===== src/omsel_pkg.sv =====
// Constants and types shared by the operating-mode selection block
package omsel_pkg;

   // Register port geometry
   localparam int unsigned ADDR_W = 10;
   localparam int unsigned DATA_W = 8;

   // Register offsets
   localparam logic [9:0] ADDR_MODE   = 10'h00b;
   localparam logic [9:0] ADDR_STATUS = 10'h00c;

   // Mode register bit positions
   localparam int unsigned BIT_SPEC_N = 7;
   localparam int unsigned BIT_SEL_B  = 6;
   localparam int unsigned BIT_SEL_A  = 5;
   localparam int unsigned BIT_ESTR   = 4;
   localparam int unsigned BIT_IVIS   = 3;
   localparam int unsigned BIT_EBSWAI = 2;
   localparam int unsigned BIT_EMU_K  = 1;
   localparam int unsigned BIT_EMU_E  = 0;

   // Mode codes {special_mode_n_bit, mode_select_b, mode_select_a}
   localparam logic [2:0] CODE_SPEC_SINGLE = 3'h0;
   localparam logic [2:0] CODE_SPEC_NARROW = 3'h1;
   localparam logic [2:0] CODE_SPEC_PERIPH = 3'h2;
   localparam logic [2:0] CODE_SPEC_WIDE   = 3'h3;
   localparam logic [2:0] CODE_NORM_SINGLE = 3'h4;
   localparam logic [2:0] CODE_NORM_NARROW = 3'h5;
   localparam logic [2:0] CODE_RESERVED    = 3'h6;
   localparam logic [2:0] CODE_NORM_WIDE   = 3'h7;

   // Low two bits that select peripheral (or reserved), single-chip or narrow
   localparam logic [1:0] SEL_PERIPH = 2'h2;
   localparam logic [1:0] SEL_SINGLE = 2'h0;
   localparam logic [1:0] SEL_NARROW = 2'h1;

   // Port function encodings
   localparam logic [1:0] PFUNC_GPIO      = 2'h0;
   localparam logic [1:0] PFUNC_ADDR_DATA = 2'h1;
   localparam logic [1:0] PFUNC_ADDR_ONLY = 2'h2;

   // Reset values of {estr, ivis, ebswai, emk, eme}
   localparam logic [4:0] CTRL_RESET_SPECIAL = 5'h1b;
   localparam logic [4:0] CTRL_RESET_NORMAL  = 5'h10;

   // Capture of strap pins happens once after reset release
   typedef enum logic {PH_CAPTURE, PH_RUN} omsel_phase_t;

endpackage


===== src/omsel_top.sv =====
// Operating-mode selection: strap capture, mode register, map and port decode
//
// Contract
// - Capture debug and mode pins at reset release
// - Decode seven modes from three latched bits
// - Reserved code runs as special peripheral
// - Ports A and B function follows mode
// - Port A/B registers unmapped unless single-chip
// - Port E unmapped: peripheral, or expanded with emulation
// - Port K unmapped: peripheral, or expanded with emulation
// - Unimplemented reads return zero
// - Normal modes restrict protected register writes
// - Special modes widen protected register writes
// - Mode bits readable, limited runtime changes
// - Debug monitor available in every mode
// - Special single-chip enters debug monitor at once
// - Mode defaults apply from reset release
// - Special bit writable only while zero, not first
// - Mode-select bits write rules, never peripheral
// - Peripheral mode entered or left only by reset
`timescale 1ns/1ns
`default_nettype none

module omsel_top (
   input  wire logic                              ref_clk,
   input  wire logic                              resetn,
   input  wire logic                              debug_strap_pin,
   input  wire logic                              mode_select_pin_b,
   input  wire logic                              mode_select_pin_a,
   input  wire logic                              debug_release,
   input  wire logic [omsel_pkg::ADDR_W-1:0]      reg_addr,
   input  wire logic [omsel_pkg::DATA_W-1:0]      reg_wdata,
   input  wire logic                              reg_wr,
   input  wire logic                              reg_rd,
   output logic      [omsel_pkg::DATA_W-1:0]      reg_rdata,
   output logic      [2:0]                        mode_latched,
   output logic                                   mode_ready,
   output logic      [1:0]                        port_a_func,
   output logic      [1:0]                        port_b_func,
   output logic                                   port_ab_in_map,
   output logic                                   port_e_in_map,
   output logic                                   port_k_in_map,
   output logic                                   mode_reg_in_map,
   output logic                                   cpu_active,
   output logic                                   debug_monitor_mode,
   output logic                                   debug_available,
   output logic                                   clock_stretch_en,
   output logic                                   internal_visible,
   output logic                                   bus_stop_in_wait
);

   ////////////////////////////////////////////////////////////////////////////
   // Mode decoding helpers

   function automatic logic is_periph(input logic [2:0] code);
      return code[1:0] == omsel_pkg::SEL_PERIPH;
   endfunction

   function automatic logic is_single(input logic [2:0] code);
      return code[1:0] == omsel_pkg::SEL_SINGLE;
   endfunction

   function automatic logic is_expanded(input logic [2:0] code);
      return !is_single(code) && !is_periph(code);
   endfunction

   // Reserved strap code is folded onto special peripheral
   function automatic logic [2:0] fold_code(input logic [2:0] code);
      return (code == omsel_pkg::CODE_RESERVED) ? omsel_pkg::CODE_SPEC_PERIPH : code;
   endfunction

   ////////////////////////////////////////////////////////////////////////////
   // Strap synchronisers; left without reset so they track the pins while
   // reset is held and hold settled levels at the release

   logic [2:0] strap_meta;
   logic [2:0] strap_sync;

   always_ff @(posedge ref_clk) begin
      strap_meta <= {debug_strap_pin, mode_select_pin_b, mode_select_pin_a};
      strap_sync <= strap_meta;
   end

   logic [2:0] strap_code;
   assign strap_code = fold_code(strap_sync);

   ////////////////////////////////////////////////////////////////////////////
   // Mode register state

   omsel_pkg::omsel_phase_t phase;
   logic [2:0]              mode_code;
   logic                    written;
   logic                    clock_stretch_bit;
   logic                    visibility_bit;
   logic                    bus_stop_bit;
   logic                    emulate_port_k_bit;
   logic                    emulate_port_e_bit;
   logic                    dbg_active;

   logic                    special_mode_n_bit;
   assign special_mode_n_bit = mode_code[2];

   logic mode_wr_hit;
   assign mode_wr_hit = reg_wr && (reg_addr == omsel_pkg::ADDR_MODE)
                        && (phase == omsel_pkg::PH_RUN) && !is_periph(mode_code);

   logic [2:0] next_mode_code;
   logic       next_clock_stretch;
   logic       next_visibility;
   logic       next_bus_stop;
   logic       next_emulate_k;
   logic       next_emulate_e;

   // Write filter; first write in special modes only touches the stretch bit
   always_comb begin
      next_mode_code     = mode_code;
      next_clock_stretch = clock_stretch_bit;
      next_visibility    = visibility_bit;
      next_bus_stop      = bus_stop_bit;
      next_emulate_k     = emulate_port_k_bit;
      next_emulate_e     = emulate_port_e_bit;
      if (mode_wr_hit) begin
         if (!special_mode_n_bit) begin
            next_clock_stretch = reg_wdata[omsel_pkg::BIT_ESTR];
            if (written) begin
               next_mode_code[2] = reg_wdata[omsel_pkg::BIT_SPEC_N];
               if (reg_wdata[omsel_pkg::BIT_SEL_B:omsel_pkg::BIT_SEL_A]
                   != omsel_pkg::SEL_PERIPH) begin
                  next_mode_code[1:0] = reg_wdata[omsel_pkg::BIT_SEL_B:omsel_pkg::BIT_SEL_A];
               end
               next_visibility = reg_wdata[omsel_pkg::BIT_IVIS];
               next_emulate_k  = reg_wdata[omsel_pkg::BIT_EMU_K];
               next_emulate_e  = reg_wdata[omsel_pkg::BIT_EMU_E];
            end
         end else begin
            if (!written) begin
               if (reg_wdata[omsel_pkg::BIT_SEL_B:omsel_pkg::BIT_SEL_A]
                   != omsel_pkg::SEL_PERIPH) begin
                  next_mode_code[1:0] = reg_wdata[omsel_pkg::BIT_SEL_B:omsel_pkg::BIT_SEL_A];
               end
               next_clock_stretch = reg_wdata[omsel_pkg::BIT_ESTR];
               next_visibility    = reg_wdata[omsel_pkg::BIT_IVIS];
               next_emulate_k     = reg_wdata[omsel_pkg::BIT_EMU_K];
               next_emulate_e     = reg_wdata[omsel_pkg::BIT_EMU_E];
            end
            next_bus_stop = reg_wdata[omsel_pkg::BIT_EBSWAI];
         end
      end
      // Stretch is required to demultiplex the expanded bus
      if (is_expanded(next_mode_code)) begin
         next_clock_stretch = 1'b1;
      end
   end

   always_ff @(posedge ref_clk or negedge resetn) begin
      if (!resetn) begin
         phase <= omsel_pkg::PH_CAPTURE;
      end else begin
         phase <= omsel_pkg::PH_RUN;
      end
   end

   // code held between resets, changed only by filtered writes
   always_ff @(posedge ref_clk or negedge resetn) begin
      if (!resetn) begin
         mode_code <= omsel_pkg::CODE_SPEC_SINGLE;
      end else if (phase == omsel_pkg::PH_CAPTURE) begin
         mode_code <= strap_code;
      end else begin
         mode_code <= next_mode_code;
      end
   end

   always_ff @(posedge ref_clk or negedge resetn) begin
      if (!resetn) begin
         {clock_stretch_bit, visibility_bit, bus_stop_bit,
          emulate_port_k_bit, emulate_port_e_bit} <= omsel_pkg::CTRL_RESET_SPECIAL;
      end else if (phase == omsel_pkg::PH_CAPTURE) begin
         {clock_stretch_bit, visibility_bit, bus_stop_bit,
          emulate_port_k_bit, emulate_port_e_bit} <= strap_code[2]
            ? omsel_pkg::CTRL_RESET_NORMAL : omsel_pkg::CTRL_RESET_SPECIAL;
      end else begin
         clock_stretch_bit  <= next_clock_stretch;
         visibility_bit     <= next_visibility;
         bus_stop_bit       <= next_bus_stop;
         emulate_port_k_bit <= next_emulate_k;
         emulate_port_e_bit <= next_emulate_e;
      end
   end

   // First-write tracker shared by write-once and ignore-first fields
   always_ff @(posedge ref_clk or negedge resetn) begin
      if (!resetn) begin
         written <= 1'b0;
      end else if (mode_wr_hit) begin
         written <= 1'b1;
      end
   end

   // debug monitor active out of reset only for special single-chip straps
   always_ff @(posedge ref_clk or negedge resetn) begin
      if (!resetn) begin
         dbg_active <= 1'b0;
      end else if (phase == omsel_pkg::PH_CAPTURE) begin
         dbg_active <= (strap_code == omsel_pkg::CODE_SPEC_SINGLE);
      end else if (debug_release) begin
         dbg_active <= 1'b0;
      end
   end

   ////////////////////////////////////////////////////////////////////////////
   // Registered decode outputs; one cycle behind the code, which matters
   // in the cycle after the strap capture and in the cycle after a write

   always_ff @(posedge ref_clk or negedge resetn) begin
      if (!resetn) begin
         mode_latched       <= omsel_pkg::CODE_SPEC_SINGLE;
         mode_ready         <= 1'b0;
         port_a_func        <= omsel_pkg::PFUNC_GPIO;
         port_b_func        <= omsel_pkg::PFUNC_GPIO;
         port_ab_in_map     <= 1'b1;
         port_e_in_map      <= 1'b1;
         port_k_in_map      <= 1'b1;
         mode_reg_in_map    <= 1'b1;
         cpu_active         <= 1'b0;
         debug_monitor_mode <= 1'b0;
         debug_available    <= 1'b0;
         clock_stretch_en   <= 1'b1;
         internal_visible   <= 1'b0;
         bus_stop_in_wait   <= 1'b0;
      end else begin
         mode_latched <= mode_code;
         mode_ready   <= (phase == omsel_pkg::PH_RUN);
         port_a_func  <= is_single(mode_code) ? omsel_pkg::PFUNC_GPIO
                                              : omsel_pkg::PFUNC_ADDR_DATA;
         port_b_func  <= is_single(mode_code) ? omsel_pkg::PFUNC_GPIO
                        : (mode_code[1:0] == omsel_pkg::SEL_NARROW)
                          ? omsel_pkg::PFUNC_ADDR_ONLY : omsel_pkg::PFUNC_ADDR_DATA;
         port_ab_in_map <= is_single(mode_code);
         port_e_in_map  <= !(is_periph(mode_code)
                             || (is_expanded(mode_code) && emulate_port_e_bit));
         port_k_in_map  <= !(is_periph(mode_code)
                             || (is_expanded(mode_code) && emulate_port_k_bit));
         mode_reg_in_map <= !is_periph(mode_code);
         // CPU held idle in peripheral mode
         cpu_active         <= (phase == omsel_pkg::PH_RUN) && !is_periph(mode_code);
         debug_monitor_mode <= dbg_active;
         debug_available    <= (phase == omsel_pkg::PH_RUN);
         clock_stretch_en   <= clock_stretch_bit;
         internal_visible   <= visibility_bit && !is_single(mode_code);
         bus_stop_in_wait   <= bus_stop_bit;
      end
   end

   ////////////////////////////////////////////////////////////////////////////
   // Register read port; data stands the cycle after the strobe only

   always_ff @(posedge ref_clk or negedge resetn) begin
      if (!resetn) begin
         reg_rdata <= '0;
      end else if (reg_rd) begin
         reg_rdata <= '0;
         if (reg_addr == omsel_pkg::ADDR_MODE && !is_periph(mode_code)) begin
            reg_rdata <= {mode_code, clock_stretch_bit, visibility_bit,
                          bus_stop_bit, emulate_port_k_bit, emulate_port_e_bit};
         end else if (reg_addr == omsel_pkg::ADDR_STATUS) begin
            reg_rdata <= {phase == omsel_pkg::PH_RUN, dbg_active,
                          is_single(mode_code), port_e_in_map, port_k_in_map,
                          !is_periph(mode_code), written, 1'b0};
         end
      end else begin
         reg_rdata <= '0;
      end
   end
endmodule

`default_nettype wire


===== config.mk =====
export PLATFORM = sky130hd
export DESIGN_NAME = omsel_top
export DESIGN_NICKNAME = d
export VERILOG_FILES = /design/src/omsel_pkg.sv /design/src/omsel_top.sv
export SDC_FILE = /design/constraint.sdc
export NUM_CORES = 1
export LEC_CHECK = 0
export ABC_AREA = 1
export CAP_MARGIN = 40
export CORE_MARGIN = 4
export CORE_UTILIZATION = 35
export CTS_CLUSTER_SIZE = 20
export DETAILED_ROUTE_END_ITERATION = 7
export DONT_BUFFER_PORTS = 1
export SYNTH_ARGS = -nofsm -noshare
export SYNTH_HDL_FRONTEND = slang
export SYNTH_SLANG_ARGS = --single-unit

===== constraint.sdc =====
create_clock -name ref_clk -period 1.4 [get_ports ref_clk]
set_input_delay 0.21 -clock ref_clk [delete_from_list [all_inputs] [get_ports ref_clk]]
set_output_delay 0.21 -clock ref_clk [all_outputs]
set_load 0.03 [all_outputs]

==> impl_metrics.json <==
{
  "outcome": "completed",
  "max_slew_margin_pct": 64.3,
  "cts_tree": "yes",
  "synthAdderAreaFrac_pct": 0,
  "synth_nets": 203,
  "cts.sinks": 41,
  "die_y_um": 77.4,
  "start_kind": "flip-flop",
  "yosysWarningCount": 0,
  "grt_pass1_vias": 1122,
  "cts_max_path_buffers": 2,
  "hold_slack_ns": 0.0247,
  "final_util_pct": 42.6,
  "synthCells": 177,
  "drv_slew": 0,
  "grt_max_degree": 36,
  "rows": 24,
  "drt-initial-drc-count": 56,
  "placed_cells": 231,
  "die_area_sq_um": 5990,
  "drt_wl_total_mm": 3.30,
  "cpMostUsedCell": "nand2_1",
  "cp_data_arrival_time_ns": 1.47,
  "cp.buffers_inverters": 2,
  "crit_type": "flip-flop to flip-flop",
  "ys_types": 29,
  "cts.hold.buffers_added": 5,
  "required_ns": 1.57,
  "path_max_fanout": 4,
  "ios": 52,
  "min_path_type": "input pin to flip-flop",
  "ant_nets": 0,
  "cts-buffers-inserted": 5,
  "io_buffers": 0,
  "yosys.area_share.simple_pct": 27.7,
  "drcViolationCount": 0,
  "final_nets": 217,
  "maxCapViolCount": 0,
  "fmax_mhz": 774,
  "gp_congestion": 0.820,
  "ir_worst_vdd_v": 0.000652,
  "clockRootBuffer": "clkbuf_8",
  "layout-drive-gt1-share_pct": 21.4,
  "synthXorXnorAreaFrac_pct": 0,
  "vias_per_cell": 4.70,
  "rsz0062_at_grt": "no",
  "worst_pin_slew_ns": 0.536,
  "diodes": 0,
  "drtPass1Iterations": 4,
  "grt_use_total_pct": 11.5,
  "slowest_delay_ns": 0.41,
  "synth_compound_area_share_pct": 5.05,
  "die_x_um": 77.4,
  "ctsResizeCount": 0,
  "syn_area_sq_um": 1680,
  "layout_min_cycle_time_ns": 1.29,
  "cp-end-kind": "flip-flop",
  "period_share_pct": 92.3,
  "tns_ns": 0,
  "powerDensity_nw_per_um2": 1240,
  "cts_htree_levels": 2,
  "synth-seq-cells": 41,
  "cp_top_family": "simple AND/OR/NAND/NOR gates",
  "finalHoldViolCount": 0,
  "leakage_nw": 0.952,
  "areaGrowthSynthToFinish_pct": 13.8,
  "wl_per_cell_um": 13.5,
  "num_vias": 1147,
  "synth.area.mux_share_pct": 0,
  "antenna_found_initial": 0,
  "synth_top_family_by_area": "simple AND/OR/NAND/NOR gates",
  "clock_latency_ns": 0.29,
  "path_cells": "inv_1 > nand2_1 > and2_2 > nand2_1 > nand2_1 > inv_1 > nand2_2 > nand3_1 > nand2_1",
  "grt_remaining_overflow": 0,
  "final-instance-count-excl-fill": 244,
  "syn_area_per_cell_sq_um": 9.51,
  "grt_pass1_wl_mm": 5.38,
  "finClkSkew_ns": 0.0120,
  "fp.coreArea_sq_um": 4500,
  "crit_path_top_delay_cell": "dfrtp_1",
  "path_clk_slew_ns": 0.07,
  "post-cts-setup-buffer-count": 0,
  "dp_hpwl_mm": 2.54,
  "ys_seq_area_share_pct": 59.8,
  "finalSetupViolCount": 0,
  "start_util_pct": 37.4
}
## final cells by class
class	count	area [sq um]
Tap cell	52	65.1
Clock inverter	3	17.5
Sequential cell	41	1010
Clock buffer	5	68.8
Inverter	23	86.3
Multi-Input combinational cell	108	559
Timing Repair Buffer	12	113
Fill cell	448	2590
## per-stage QoR
step           power (W)  area, sq um  setup WS, ns
2_1_floorplan    0.00158         1680         0.226
3_3_place_gp     0.00163         1770         0.155
3_5_place_dp     0.00163         1770         0.138
4_1_cts          0.00241         1920         0.120
5_1_grt          0.00249         1920       0.00634
6_report         0.00237         1920         0.108
## final timing paths
check / from / end / slack [ns] / depth (start not counted)
worst max-delay path: mode_code[2] / mode_code[0] / 0.11 / 9
worst max register to register: mode_code[2] / mode_code[0] / 0.11 / 9
max in group asynchronous: resetn / visibility_bit / 0.78 / 2
worst min-delay path: debug_release / dbg_active / 0.02 / 1
worst min register to register: strap_meta[0] / strap_sync[0] / 0.33 / 0
min in group asynchronous: resetn / cpu_active / 0.36 / 2
## layer usage
metal | up-vias | track usage (%) | wire (um)
met4 | 0 | 4.98 | 63
met5 | - | 0 | 0
met2 | 38 | 16.8 | 1440
met1 | 530 | 14.9 | 1510
li1 | 573 | - | -
met3 | 6 | 5.21 | 288
## state kept, by name, indices dropped and copies added, names as in the netlist, 2 cells and up, named ones only
name and flops:
port_b_func 2, mode_latched 3, strap_meta 3, mode_code 2, reg_rdata 8, strap_sync 3
## synth_stat cells (all sizes together)
master | n | area (sq um)
nor3b | 1 | 18.8
buf | 4 | 27.5
nor3 | 1 | 5.00
a21oi | 3 | 15.0
o32ai | 1 | 8.76
dfxtp | 6 | 120
o21ai | 10 | 50.0
conb | 2 | 7.51
nand4 | 3 | 33.8
dfstp | 9 | 236
nand3b | 1 | 7.51
nand3 | 16 | 85.1
clkbuf | 1 | 3.75
dfrtp | 26 | 651
inv | 23 | 86.3
nor2 | 18 | 98.8
or2 | 1 | 6.26
a21boi | 1 | 11.3
nand2 | 49 | 204
and2 | 1 | 7.51
## cells in the final DEF, fill, tap and decap left out, types with 4 or more instances in the layout
master and n:
nand3_1 15, inv_1 20, dfrtp_1 26, clkbuf_8 5
o21ai_0 9, dfstp_2 9, buf_4 7, nand2_1 45
nor2_1 15, dfxtp_1 6, dlygate4sd3_1 4
## kinds of logic (layout without fill, tap and decap cells)
group	Yosys count	after routing
compound gates	15	15
buf+inv	28	43
flops	41	41
other cells	2	2
simple gates	91	91
## where the power goes
part	switching (W)	total [W]	internal [W]	leakage, nW
registers	0.000139	0.00142	0.00128	0.478
logic	0.000136	0.000216	0.0000805	0.430
clock network	0.000393	0.000737	0.000344	0.0439
total	0.000668	0.00237	0.00171	0.952
Power figures use the tool's default switching activity.
